[src/fcitc_pkg.sv]
package fcitc_pkg;
  // ------------------------------------------------------------
  // Register byte offsets
  // ------------------------------------------------------------
  localparam logic [7:0] ADDR_COMMAND = 8'h04;
  localparam logic [7:0] ADDR_REQ_ENABLE = 8'h08;
  localparam logic [7:0] ADDR_MISC_ENABLE = 8'h0C;
  localparam logic [7:0] ADDR_REQ_FLAGS = 8'h10;
  localparam logic [7:0] ADDR_MISC_REQ = 8'h14;
  localparam logic [7:0] ADDR_ERROR = 8'h18;
  localparam logic [7:0] ADDR_STATUS = 8'h1C;
  localparam logic [7:0] ADDR_QUEUE_DATA = 8'h24;
  localparam logic [7:0] ADDR_QUEUE_LEVEL = 8'h28;
  localparam logic [7:0] ADDR_THRESHOLD = 8'h2C;
  localparam logic [7:0] ADDR_CONTROL = 8'h30;
  localparam logic [7:0] ADDR_MODE = 8'h44;
  localparam logic [7:0] ADDR_DEMOD = 8'h64;
  localparam logic [7:0] ADDR_CRC_HIGH = 8'h84;
  localparam logic [7:0] ADDR_CRC_LOW = 8'h88;
  localparam logic [7:0] ADDR_TIMER_MODE = 8'hA8;
  localparam logic [7:0] ADDR_TIMER_DIV_LOW = 8'hAC;
  localparam logic [7:0] ADDR_TIMER_RELOAD = 8'hB0;
  localparam logic [7:0] ADDR_TIMER_COUNT = 8'hB8;

  // ------------------------------------------------------------
  // Field positions
  // ------------------------------------------------------------
  localparam int REQ_TIMER = 0;
  localparam int REQ_ERROR = 1;
  localparam int REQ_NEARLY_EMPTY = 2;
  localparam int REQ_NEARLY_FULL = 3;
  localparam int REQ_IDLE = 4;
  localparam int REQ_RX = 5;
  localparam int REQ_TX = 6;
  localparam int REQ_SET_MODE = 7;
  localparam int MISC_CRC = 2;
  localparam int ERR_OVERRUN = 4;
  localparam int LEVEL_FLUSH = 7;
  localparam int CTRL_GO = 6;
  localparam int CTRL_HALT = 7;
  localparam int TMODE_AUTO = 7;
  localparam int TMODE_RESTART = 4;
  localparam int MODE_MSB_FIRST = 3;
  localparam int DEMOD_EVEN_DIV = 4;

  // ------------------------------------------------------------
  // Commands, CRC and timing
  // ------------------------------------------------------------
  typedef enum logic [3:0] {
    FCITC_CMD_IDLE = 4'h0,
    FCITC_CMD_CALC_CRC = 4'h3
  } fcitc_cmd_t;

  localparam logic [15:0] CRC_PRESET_0 = 16'h0000;
  localparam logic [15:0] CRC_PRESET_1 = 16'h6363;
  localparam logic [15:0] CRC_PRESET_2 = 16'hA671;
  localparam logic [15:0] CRC_PRESET_3 = 16'hFFFF;
  localparam logic [15:0] CRC_POLY_MSB = 16'h1021;
  localparam logic [15:0] CRC_POLY_LSB = 16'h8408;

  localparam int QUEUE_DEPTH = 64;
  localparam logic [6:0] QUEUE_FULL_LEVEL = 7'h40;

  // Timer base 13.56 MHz made from pclk 200 MHz by a phase accumulator
  localparam int PCLK_KHZ = 200000;
  localparam int TIMER_KHZ = 13560;
  localparam logic [17:0] ACC_MODULUS = 18'(PCLK_KHZ);
  localparam logic [17:0] ACC_STEP = 18'(TIMER_KHZ);
endpackage

[src/fcitc_core.sv]
`timescale 1ns/10ps
`default_nettype none

module fcitc_core
  import fcitc_pkg::*;
(
  // APB slave
  input wire logic pclk,
  input wire logic presetn,
  input wire logic psel,
  input wire logic penable,
  input wire logic pwrite,
  input wire logic [7:0] paddr,
  input wire logic [31:0] pwdata,
  output logic [31:0] prdata,
  output logic pready,
  output logic pslverr,
  // Events from the frame and command logic
  input wire logic tx_frame_end,
  input wire logic rx_frame_end,
  input wire logic protocol_event,
  input wire logic cmd_finish,
  input wire logic [3:0] link_error,
  // Queue port of the command logic
  input wire logic sm_push,
  input wire logic [7:0] sm_push_data,
  input wire logic sm_pop,
  output logic [7:0] sm_pop_data,
  // Interrupt pin
  output logic irq
);

  // ------------------------------------------------------------
  // Functions
  // ------------------------------------------------------------
  function automatic logic [15:0] crc_byte(input logic [15:0] crc_in,
                                           input logic [7:0] data,
                                           input logic msb_first);
    logic [15:0] c;
    c = crc_in;
    if (msb_first) begin
      c = c ^ {data, 8'h00};
      for (int i = 0; i < 8; i++) begin
        c = c[15] ? ({c[14:0], 1'b0} ^ CRC_POLY_MSB) : {c[14:0], 1'b0};
      end
    end else begin
      c = c ^ {8'h00, data};
      for (int i = 0; i < 8; i++) begin
        c = c[0] ? ({1'b0, c[15:1]} ^ CRC_POLY_LSB) : {1'b0, c[15:1]};
      end
    end
    return c;
  endfunction

  function automatic logic [15:0] crc_preset(input logic [1:0] sel);
    case (sel)
      2'h0: return CRC_PRESET_0;
      2'h1: return CRC_PRESET_1;
      2'h2: return CRC_PRESET_2;
      default: return CRC_PRESET_3;
    endcase
  endfunction

  // ------------------------------------------------------------
  // Registers
  // ------------------------------------------------------------
  logic [3:0] command_register;
  logic [6:0] request_enable_register;
  logic [7:0] misc_enable_register;
  logic [6:0] request_flags_register;
  logic [7:0] misc_request_register;
  logic [3:0] link_error_flags;
  logic queue_overrun_error;
  logic [5:0] fill_threshold;
  logic [7:0] general_mode_register;
  logic [7:0] demod_config_register;
  logic [7:0] timer_mode_register;
  logic [7:0] timer_divider_low_register;
  logic [15:0] timer_reload_register;
  logic [15:0] timer_count_register;
  logic timer_active;
  logic timer_skip;
  logic [12:0] div_count;
  logic [17:0] tick_acc;
  logic [15:0] crc_value;
  logic checksum_ready;
  logic nearly_full_d;
  logic nearly_empty_d;
  logic [7:0] queue_mem [QUEUE_DEPTH];
  logic [5:0] wr_ptr;
  logic [5:0] rd_ptr;
  logic [6:0] queue_fill_count;

  // ------------------------------------------------------------
  // APB decode
  // ------------------------------------------------------------
  wire access = psel && penable;
  wire wr_fire = access && pready && pwrite;
  wire rd_fire = access && pready && !pwrite;
  wire wr_cmd = wr_fire && (paddr == ADDR_COMMAND);
  wire wr_flags = wr_fire && (paddr == ADDR_REQ_FLAGS);
  wire wr_misc = wr_fire && (paddr == ADDR_MISC_REQ);
  wire wr_error = wr_fire && (paddr == ADDR_ERROR);
  wire wr_level = wr_fire && (paddr == ADDR_QUEUE_LEVEL);
  wire wr_control = wr_fire && (paddr == ADDR_CONTROL);
  wire host_push = wr_fire && (paddr == ADDR_QUEUE_DATA);
  wire host_pop = rd_fire && (paddr == ADDR_QUEUE_DATA);
  wire queue_clear = wr_level && pwdata[LEVEL_FLUSH];

  // ------------------------------------------------------------
  // Queue
  // ------------------------------------------------------------
  wire queue_empty = (queue_fill_count == 7'h00);
  wire queue_full = (queue_fill_count == QUEUE_FULL_LEVEL);
  wire crc_busy = (command_register == FCITC_CMD_CALC_CRC);
  wire crc_pop = crc_busy && !queue_empty && !host_pop && !sm_pop;
  wire push_req = host_push || sm_push;
  wire [7:0] push_data = host_push ? pwdata[7:0] : sm_push_data;
  wire do_push = push_req && !queue_full && !queue_clear;
  wire do_pop = (host_pop || sm_pop || crc_pop) && !queue_empty && !queue_clear;
  wire [7:0] head_byte = queue_mem[rd_ptr];
  wire [6:0] next_fill = queue_fill_count + {6'h00, do_push} - {6'h00, do_pop};

  // Nearly full / nearly empty
  wire [6:0] free_count = QUEUE_FULL_LEVEL - queue_fill_count;
  wire nearly_full_status = (free_count <= {1'b0, fill_threshold});
  wire nearly_empty_status = (queue_fill_count <= {1'b0, fill_threshold});

  // ------------------------------------------------------------
  // Timer decode
  // ------------------------------------------------------------
  wire next_tick_wrap = ((tick_acc + ACC_STEP) >= ACC_MODULUS);
  wire [11:0] timer_divider_value = {timer_mode_register[3:0], timer_divider_low_register};
  wire even_div = demod_config_register[DEMOD_EVEN_DIV];
  wire [12:0] div_reload = {timer_divider_value, even_div};
  wire timer_go = wr_control && pwdata[CTRL_GO];
  wire timer_halt = wr_control && pwdata[CTRL_HALT];
  wire auto_go = timer_mode_register[TMODE_AUTO] && protocol_event;
  wire timer_start = (timer_go || auto_go) && !timer_halt;
  wire div_end = timer_active && next_tick_wrap && (div_count == 13'h0000);
  wire timer_expire = div_end && !timer_skip && (timer_count_register == 16'h0001);

  // ------------------------------------------------------------
  // Flag events
  // ------------------------------------------------------------
  wire [7:0] error_flags_register = {3'h0, queue_overrun_error, link_error_flags};
  wire crc_done_event = crc_busy && queue_empty && !checksum_ready;
  wire [6:0] hw_set;
  assign hw_set[REQ_TIMER] = timer_expire;
  assign hw_set[REQ_ERROR] = |error_flags_register;
  assign hw_set[REQ_NEARLY_EMPTY] = nearly_empty_status && !nearly_empty_d;
  assign hw_set[REQ_NEARLY_FULL] = nearly_full_status && !nearly_full_d;
  assign hw_set[REQ_IDLE] = cmd_finish && (command_register != FCITC_CMD_IDLE);
  assign hw_set[REQ_RX] = rx_frame_end;
  assign hw_set[REQ_TX] = tx_frame_end;
  wire [6:0] flag_mask = pwdata[6:0];
  wire [6:0] host_flags = !wr_flags ? request_flags_register :
    (pwdata[REQ_SET_MODE] ? (request_flags_register | flag_mask)
                          : (request_flags_register & ~flag_mask));
  wire [7:0] host_misc = !wr_misc ? misc_request_register :
    (pwdata[REQ_SET_MODE] ? (misc_request_register | {1'b0, pwdata[6:0]})
                          : (misc_request_register & ~{1'b0, pwdata[6:0]}));
  wire [6:0] next_flags = host_flags | hw_set;
  wire [7:0] next_misc = host_misc | {5'h00, crc_done_event, 2'h0};
  wire summary_request = |(request_flags_register & request_enable_register) ||
    |(misc_request_register & misc_enable_register);

  // ------------------------------------------------------------
  // Read mux
  // ------------------------------------------------------------
  wire [7:0] primary_status_register = {2'h0, checksum_ready, summary_request, timer_active,
    1'b0, nearly_full_status, nearly_empty_status};
  logic [31:0] read_mux;
  logic addr_ok;
  always_comb begin
    read_mux = 32'h0000_0000;
    addr_ok = 1'b1;
    case (paddr)
      ADDR_COMMAND: read_mux = {28'h000_0000, command_register};
      ADDR_REQ_ENABLE: read_mux = {25'h000_0000, request_enable_register};
      ADDR_MISC_ENABLE: read_mux = {24'h00_0000, misc_enable_register};
      ADDR_REQ_FLAGS: read_mux = {25'h000_0000, request_flags_register};
      ADDR_MISC_REQ: read_mux = {24'h00_0000, misc_request_register};
      ADDR_ERROR: read_mux = {24'h00_0000, error_flags_register};
      ADDR_STATUS: read_mux = {24'h00_0000, primary_status_register};
      ADDR_QUEUE_DATA: read_mux = {24'h00_0000, queue_empty ? 8'h00 : head_byte};
      ADDR_QUEUE_LEVEL: read_mux = {25'h000_0000, queue_fill_count};
      ADDR_THRESHOLD: read_mux = {26'h000_0000, fill_threshold};
      ADDR_CONTROL: read_mux = 32'h0000_0000;
      ADDR_MODE: read_mux = {24'h00_0000, general_mode_register};
      ADDR_DEMOD: read_mux = {24'h00_0000, demod_config_register};
      ADDR_CRC_HIGH: read_mux = {24'h00_0000, crc_value[15:8]};
      ADDR_CRC_LOW: read_mux = {24'h00_0000, crc_value[7:0]};
      ADDR_TIMER_MODE: read_mux = {24'h00_0000, timer_mode_register};
      ADDR_TIMER_DIV_LOW: read_mux = {24'h00_0000, timer_divider_low_register};
      ADDR_TIMER_RELOAD: read_mux = {16'h0000, timer_reload_register};
      ADDR_TIMER_COUNT: read_mux = {16'h0000, timer_count_register};
      default: addr_ok = 1'b0;
    endcase
  end

  // ------------------------------------------------------------
  // APB answer: one wait state
  // ------------------------------------------------------------
  always_ff @(posedge pclk or negedge presetn) begin
    if (!presetn) begin
      pready <= 1'b0;
      prdata <= 32'h0000_0000;
      pslverr <= 1'b0;
    end else if (access && !pready) begin
      pready <= 1'b1;
      prdata <= pwrite ? 32'h0000_0000 : read_mux;
      pslverr <= !addr_ok;
    end else begin
      pready <= 1'b0;
      pslverr <= 1'b0;
    end
  end

  // ------------------------------------------------------------
  // Host configuration registers
  // ------------------------------------------------------------
  always_ff @(posedge pclk or negedge presetn) begin
    if (!presetn) begin
      request_enable_register <= 7'h00;
      misc_enable_register <= 8'h00;
      fill_threshold <= 6'h08;
      general_mode_register <= 8'h3F;
      demod_config_register <= 8'h00;
      timer_mode_register <= 8'h00;
      timer_divider_low_register <= 8'h00;
      timer_reload_register <= 16'h0000;
    end else if (wr_fire) begin
      case (paddr)
        ADDR_REQ_ENABLE: request_enable_register <= pwdata[6:0];
        ADDR_MISC_ENABLE: misc_enable_register <= pwdata[7:0];
        ADDR_THRESHOLD: fill_threshold <= pwdata[5:0];
        ADDR_MODE: general_mode_register <= pwdata[7:0];
        ADDR_DEMOD: demod_config_register <= pwdata[7:0];
        ADDR_TIMER_MODE: timer_mode_register <= pwdata[7:0];
        ADDR_TIMER_DIV_LOW: timer_divider_low_register <= pwdata[7:0];
        ADDR_TIMER_RELOAD: timer_reload_register <= pwdata[15:0];
        default: ;
      endcase
    end
  end

  // ------------------------------------------------------------
  // Command, flags and errors
  // ------------------------------------------------------------
  always_ff @(posedge pclk or negedge presetn) begin
    if (!presetn) begin
      command_register <= FCITC_CMD_IDLE;
      request_flags_register <= 7'h00;
      misc_request_register <= 8'h00;
      link_error_flags <= 4'h0;
      queue_overrun_error <= 1'b0;
      nearly_full_d <= 1'b0;
      nearly_empty_d <= 1'b0;
      irq <= 1'b0;
    end else begin
      if (cmd_finish) begin
        command_register <= FCITC_CMD_IDLE;
      end else if (wr_cmd) begin
        command_register <= pwdata[3:0];
      end
      request_flags_register <= next_flags;
      misc_request_register <= next_misc;
      link_error_flags <= (wr_error ? (link_error_flags & ~pwdata[3:0]) : link_error_flags)
        | link_error;
      if (push_req && queue_full && !queue_clear) begin
        queue_overrun_error <= 1'b1;
      end else if (queue_clear) begin
        queue_overrun_error <= 1'b0;
      end
      nearly_full_d <= nearly_full_status;
      nearly_empty_d <= nearly_empty_status;
      irq <= summary_request;
    end
  end

  // ------------------------------------------------------------
  // Queue storage and pointers
  // ------------------------------------------------------------
  always_ff @(posedge pclk) begin
    if (do_push) begin
      queue_mem[wr_ptr] <= push_data;
    end
  end

  always_ff @(posedge pclk or negedge presetn) begin
    if (!presetn) begin
      wr_ptr <= 6'h00;
      rd_ptr <= 6'h00;
      queue_fill_count <= 7'h00;
      sm_pop_data <= 8'h00;
    end else if (queue_clear) begin
      wr_ptr <= 6'h00;
      rd_ptr <= 6'h00;
      queue_fill_count <= 7'h00;
    end else begin
      if (do_push) begin
        wr_ptr <= wr_ptr + 6'h01;
      end
      if (do_pop) begin
        rd_ptr <= rd_ptr + 6'h01;
      end
      if (sm_pop && !host_pop && !queue_empty) begin
        sm_pop_data <= head_byte;
      end
      queue_fill_count <= next_fill;
    end
  end

  // ------------------------------------------------------------
  // CRC engine
  // ------------------------------------------------------------
  always_ff @(posedge pclk or negedge presetn) begin
    if (!presetn) begin
      crc_value <= 16'h0000;
      checksum_ready <= 1'b0;
    end else if (wr_cmd && (pwdata[3:0] == FCITC_CMD_CALC_CRC)) begin
      crc_value <= crc_preset(general_mode_register[1:0]);
      checksum_ready <= 1'b0;
    end else if (crc_pop && !queue_clear) begin
      crc_value <= crc_byte(crc_value, head_byte,
        general_mode_register[MODE_MSB_FIRST]);
      checksum_ready <= 1'b0;
    end else if (crc_done_event) begin
      checksum_ready <= 1'b1;
    end
  end

  // ------------------------------------------------------------
  // Timer
  // ------------------------------------------------------------
  always_ff @(posedge pclk or negedge presetn) begin
    if (!presetn) begin
      tick_acc <= 18'h00000;
    end else if (next_tick_wrap) begin
      tick_acc <= tick_acc + ACC_STEP - ACC_MODULUS;
    end else begin
      tick_acc <= tick_acc + ACC_STEP;
    end
  end

  always_ff @(posedge pclk or negedge presetn) begin
    if (!presetn) begin
      timer_active <= 1'b0;
      timer_skip <= 1'b0;
      div_count <= 13'h0000;
      timer_count_register <= 16'h0000;
    end else if (timer_halt) begin
      timer_active <= 1'b0;
    end else if (timer_start) begin
      timer_active <= 1'b1;
      timer_skip <= 1'b1;
      div_count <= div_reload;
      timer_count_register <= timer_reload_register;
    end else if (timer_active && next_tick_wrap) begin
      if (div_count != 13'h0000) begin
        div_count <= div_count - 13'h0001;
      end else begin
        div_count <= div_reload;
        if (timer_skip) begin
          timer_skip <= 1'b0;
        end else if (timer_count_register != 16'h0000) begin
          timer_count_register <= timer_count_register - 16'h0001;
        end else if (timer_mode_register[TMODE_RESTART]) begin
          timer_count_register <= timer_reload_register;
        end else begin
          timer_active <= 1'b0;
        end
      end
    end
  end

endmodule // fcitc_core

`default_nettype wire

[config.mk]
export PLATFORM = sky130hd
export DESIGN_NAME = fcitc_core
export DESIGN_NICKNAME = d
export VERILOG_FILES = /design/src/fcitc_pkg.sv /design/src/fcitc_core.sv
export SDC_FILE = /design/constraint.sdc
export NUM_CORES = 1
export LEC_CHECK = 0
export ABC_AREA = 1
export BUFFER_PORTS_ARGS = -buffer_cell sky130_fd_sc_hd__buf_2
export CAP_MARGIN = 5
export CORE_UTILIZATION = 55
export DETAILED_ROUTE_END_ITERATION = 12
export HOLD_SLACK_MARGIN = 0.06
export PLACE_DENSITY = 0.85
export SYNTH_ARGS = -nofsm -noshare
export SYNTH_HDL_FRONTEND = slang
export SYNTH_SLANG_ARGS = --single-unit
[constraint.sdc]
create_clock -name pclk -period 4.6 [get_ports pclk]
set_clock_uncertainty 0.1 [all_clocks]
set_input_delay 0.46 -clock pclk [delete_from_list [all_inputs] [get_ports pclk]]
set_output_delay 0.46 -clock pclk [all_outputs]
set_load 0.01 [all_outputs]
; ---- Yosys cells after proc, flatten, opt, wreduce, memory -nomap -nowiden
; Memories as Yosys holds them, arrays and structs flattened.
; Cells that the tools add are included.
[op_classes]
reduce_logical = 90
add_sub_neg = 9
eq_ne = 31
bitwise_logic = 33
n_lt_le_gt_ge = 3
muxes = 66
[op_table]
columns = operator, count
row1 = $pmux 16 s18, 1
row2 = $mux 16, 17
row3 = $mux 13, 11
row4 = $eq 8x8->1 const B, 6
row5 = $pmux 16 s3, 1
row6 = $logic_and 1x1->1, 40
row7 = $eq 8x5->1 const B, 4
row8 = $eq 8x6->1 const B, 4
row9 = $mux 32, 1
row10 = $mux 8, 4
row11 = $mux 6, 4
row12 = $not 2->3, 8
row13 = $not 3->3, 8
row14 = $mux 7, 3
row15 = $mux 1, 20
row16 = $reduce_and 2->1, 10
row17 = $reduce_or 19->1, 1
row18 = $add 18x14->18 const B, 1
row19 = $ge 18x18->1 const B, 1
row20 = $mux 18, 1
row21 = $sub 18x18->18 const B, 1
row22 = $and 8x8->8, 2
row23 = $eq 16x1->1 const B, 1
row24 = $eq 8x4->1 const B, 2
row25 = 45 further kinds, 80
[totals]
mem_count = 1
ff_bits = 223
mem_bits_rw = 512
input_bits = 63
output_inout_bits = 43
elab_cells = 263
[memory_table]
columns = memory, words, word_bits, read_ports, rd_clocked_by_memory_dff, wr, line
row1 = queue_mem, 64, 8, 1, 0, 1, fcitc_core.sv:89  ; logic [7:0] queue_mem [QUEUE_DEPTH];

; ---- Logic depth before layout (Yosys ltp)
; An unclocked memory read counts as a cell.
[depth]
word_depth = 21
mapped_depth = 25
mapped_depth_nobuf = 25

; ---- Least setup slack after synthesis
; No wires, ideal clock.
[synth_timing]
path_type = input -> register
from = input port paddr[5]
to = memory queue_mem[0][0], data pin
setup_slack_ns = -0.129
arrival_ns = 3.927
setup_ns = 0.702
cell_stages = 8
cell_sequence = buf_2 inv_1 nor3_1 inv_1 nor2_4 nand2_4 clkbuf_1 o21ai_0
[synth_between]
elab_chain_len = 3
[synth_rtl]
columns = item, line
row1 = start: declaration, fcitc_core.sv:13  ; input wire logic [7:0] paddr,
row2 = $eq 8x6->1, fcitc_core.sv:106  ; wire host_push = wr_fire && (paddr == ADDR_QUEUE_DATA);
row3 = $logic_and 1x1->1, fcitc_core.sv:106
row4 = $mux 8, fcitc_core.sv:118  ; wire [7:0] push_data = host_push ? pwdata[7:0] : sm_push_data;
row5 = via push_data[0], fcitc_core.sv:118
row6 = end: declaration, fcitc_core.sv:89
; The timed path passes the listed nets, and every way through them passes these cells.

; ---- Worst setup path after layout
[layout_timing]
from = register queue_fill_count[1]
to = register queue_fill_count[6]
[layout_between]
elab_chain_len = 10
[layout_rtl]
columns = item, line
row1 = start: declaration, fcitc_core.sv:92  ; logic [6:0] queue_fill_count;
row2 = start signal: assignment, fcitc_core.sv:311  ; queue_fill_count <= next_fill;
row3 = "parallel branches: the longest is 8 deep, another holds $add 7x1->7", n/a
row4 = $sub 7x1->7 (*), fcitc_core.sv:122  ; wire [6:0] next_fill = queue_fill_count + {6'h00, do_push} - {6'h00, do_pop};
row5 = $mux 7 (*), fcitc_core.sv:297  ; end else if (queue_clear) begin
; Mark *: on every way between the ends.
; A chain may end at the register's enable or synchronous reset.

==> impl_metrics.ini <==
[status]
status = complete, no violations

[timing]
setup_viol = 0
hold_viol_final = 0
setup_ws_ns = 0.5309
rsz0062_at_grt = false
worstMarginPinSlew_ns = 1.289
maxSlewViolCount = 0
fin_crit_ns = 4.069
period_share_pct = 88.46
max_freq_mhz = 245.8
relSlewSlack_pct = 13.71

[grt]
met3_usage_pct = 6.970
busiest_layer = met2
antenna_found_initial = 2
overflow = 0
grt_pass1_vias = 25330
grt_max_degree = 130
gr-usage-met2_pct = 46.87
grtUsageMet1_pct = 38.31
grt_use_total_pct = 29.47
grt_first_pass_wirelength_mm = 141.8

[route]
routed_wl_mm = 91.65
vias_per_cell = 6.117
wire_per_inst_um = 21.29
routed-via-count = 26329
drc = 0
drt_iter0_markers = 3632
postRouteAntennaNets = 0
first_pass_iters = 10

[synthesis]
yosys.area.top_type = edfxtp_1
synthCells = 3398
synth.most_common_cell = nand2_1
synth_edf_count = 512
synth_cell_types = 68
ys_top_cells_by_area = edfxtp_1, dfrtp_1, nand2_1
synth_ff_type = edfxtp_1
synth_top_cell_area_share_pct = 45.80
synthArstFlopShare_pct = 28.39
ys_seq_area_share_pct = 60.96
yosys_warnings = 0
synth_common_cells = nand2_1, nand3_1, edfxtp_1
ys_ff_latch = 715
netlist_area_mm2 = 0.03357
syn_area_per_cell_um2 = 9.879

[critical_path]
critPathLaunchType = flop
crit_top_cell = nor2_1
crit_chain = inv_1 > ha_1 > nand2_1 > inv_1 > nand2_1 > nor2_1 > inv_1 > nand2_1 > nor2_1 > ha_1 > inv_1 > ha_1 > inv_1 > fa_1 > nor2_1 > nor2_1 > o21ai_0 > inv_1 > nor2_1 > nor2_1 > o21bai_1 > xnor2_1 > nor2_1
worst_setup_path_end_kind = flop
max_stage_delay_ns = 0.43
cpMaxStageDelayCell = dfrtp_1
required_ns = 5.02
criticalPathCategory = reg -> reg
crit_buf_inv = 6
cp_max_fo = 6
arrival_ns = 4.49
path_delay_family = simple AND/OR/NAND/NOR gates

[clock_network]
post_cts_buffers = 0
root_buffer = clkbuf_16
cts_buffer_depth = 3
clk-insertion-delay-late_ns = 0.64
cts.sink_count = 715
cts_resized = 0
clkTransAtPathRegs_ns = 0.06
cts_tree = done
cts_max_level = 3
cts_buffers = 73

[power]
p_per_area_mw_per_mm2 = 530.5
peakVddDrop_v = 0.0004845
cellLeakagePower_nw = 14.96
power_w = 0.01961

[placed_design]
dp_hpwl_mm = 56.86
place.port_buffers = 73
place_congestion = 0.9988
pre_cts_ws_ns = 0.3741

[die]
dieHeight_um = 249.1
io_pins = 106
initial_core_util_pct = 55.62
rows = 90
core_area_mm2 = 0.06036
die_area_mm2 = 0.06203
die_x_um = 249.1

[worst_hold_path]
min_path_type = in -> reg

[finish]
layout.nets = 3560
area_growth_pct = 10.12
nFillCells = 4562
drive_gt1_share_pct = 9.460

[flow_run]
maxCapViolations = 0
## metrics by stage
stage / util (%) / setup TNS (ns) / hold WS [ns] / std cells / cell area [µm²]
3_3_place_gp: 57.07 / 0 / 0.3600 / 4148 / 34450
2_1_floorplan: - / -65.95 / 0.06441 / 3413 / 33620
4_1_cts: 61.23 / 0 / 0.08334 / 4302 / 36960
6_report: 61.24 / 0 / 0.1127 / 4304 / 36960
5_1_grt: 61.24 / 0 / 0.1064 / 4304 / 36960
3_5_place_dp: 57.07 / 0 / 0.3721 / 4148 / 34450
## cell usage in the layout (no fill, tap or decap), types with 8 or more instances in the layout
master         synthesis  routed
ha_1                  32      32
nand2_1             1043    1043
buf_2                 54      72
o21ai_0              159     151
clkinv_1               6      16
inv_2                 17      18
mux2_2                11      11
edfxtp_1             512     512
nand3_1              553     553
o21ai_4                0       8
xor2_2                 8       8
clkinv_2               0       9
a21oi_1               57      57
conb_1                 1      16
nand4_1               21      21
o22ai_1               21      21
nor4_1                 9       9
buf_12                 2       9
dfrtp_1              196     193
clkbuf_1              36      22
a31oi_1               15      15
nor2_1               184     184
clkbuf_8               0       8
dlygate4sd3_1          0      23
nor3_1                22      22
xor2_1                34      34
xnor2_1               12      12
clkbuf_16              0      74
inv_1                178     176
nand2_2               17      17
a221oi_1              20      20
buf_4                 40      40
## state kept, by name, summed over array words and instances (netlist names), 4 cells and up, named ones only
name and cells:
command_register 4, crc_value 16, demod_config_register 8, div_count 13, fill_threshold 6, general_mode_register 8, link_error_flags 4, misc_enable_register 8
prdata 16, queue_fill_count 7, queue_mem 512, rd_ptr 6, request_enable_register 7, request_flags_register 7, sm_pop_data 8, tick_acc 15
timer_count_register 16, timer_divider_low_register 8, timer_mode_register 8, timer_reload_register 16, wr_ptr 6
## repair_timing
action / CTS / global route
hold buffers: 23 / 0
endpoints found under the hold margin: 143 / 0
setup endpoints to repair: 0 / 0
## worst paths after layout
kind | start | endpoint | slack, ns | cells after the start
worst min-delay path | pwdata[7] | request_flags_register[6]$_DFF_PN0_ | 0.11 | 3
worst min register to register | tick_acc[3]$_DFF_PN0_ | tick_acc[3]$_DFF_PN0_ | 0.38 | 1
worst max-delay path | queue_fill_count[1]$_DFF_PN0_ | queue_fill_count[6]$_DFF_PN0_ | 0.53 | 23
max in group asynchronous | presetn | general_mode_register[3]$_DFFE_PN1P_ | 2.98 | 3
worst max register to register | queue_fill_count[1]$_DFF_PN0_ | queue_fill_count[6]$_DFF_PN0_ | 0.53 | 23
min in group asynchronous | presetn | div_count[8]$_DFFE_PN0P_ | 0.41 | 2
## final cells by class
| class | instances | area [µm²] | share of cell area, % |
|---|---|---|---|
| Antenna cell | 2 | 5.005 | 0.01354 |
| Clock buffer | 103 | 2031 | 5.494 |
| Clock inverter | 28 | 249.0 | 0.6736 |
| Inverter | 202 | 765.7 | 2.072 |
| Multi-Input combinational cell | 2327 | 11380 | 30.78 |
| Sequential cell | 715 | 20470 | 55.38 |
| Tap cell | 782 | 978.4 | 2.647 |
| Timing Repair Buffer | 145 | 1085 | 2.935 |
## kinds of logic (layout without fill, tap and decap cells)
| family | Yosys count | after routing | share of synthesized area (%) |
|---|---|---|---|
| buf+inv | 371 | 478 | 5.580 |
| mux | 13 | 13 | 0.4286 |
| flops | 715 | 715 | 60.96 |
| compound gates | 315 | 315 | 5.434 |
| simple gates | 1896 | 1896 | 24.75 |
| other cells | 1 | 18 | 0.01117 |
| xor+xnor | 54 | 54 | 1.588 |
| fa+ha+maj | 33 | 33 | 1.252 |
## where the power goes
part	total, W	switching [W]	internal (W)
Clock	0.00572	0.00255	0.00317
Combinational	0.00645	0.00461	0.00184
Sequential	0.00745	0.000227	0.00722
## per-layer routing
| layer | share of wire (%) | wire [µm] | vias up |
|---|---|---|---|
| met5 | 0 | 0 | - |
| met4 | 4.9 | 4526 | 0 |
| met3 | 11 | 9919 | 337 |
| met2 | 47 | 42960 | 1751 |
| met1 | 37 | 34250 | 12495 |
| li1 | - | - | 11746 |
## worst register-to-register path: stages, from the launching register on
cell	delay, ns
dfrtp_1	0.43
inv_1	0.14
ha_1	0.21
nand2_1	0.10
inv_1	0.10
nand2_1	0.07
nor2_1	0.28
inv_1	0.22
nand2_1	0.26
nor2_1	0.12
ha_1	0.28
inv_1	0.07
ha_1	0.17
inv_1	0.06
fa_1	0.40
nor2_1	0.14
nor2_1	0.05
o21ai_0	0.15
inv_1	0.09
nor2_1	0.11
nor2_1	0.05
o21bai_1	0.17
xnor2_1	0.15
nor2_1	0.06
Note: power is estimated with default switching activity, not from simulation.
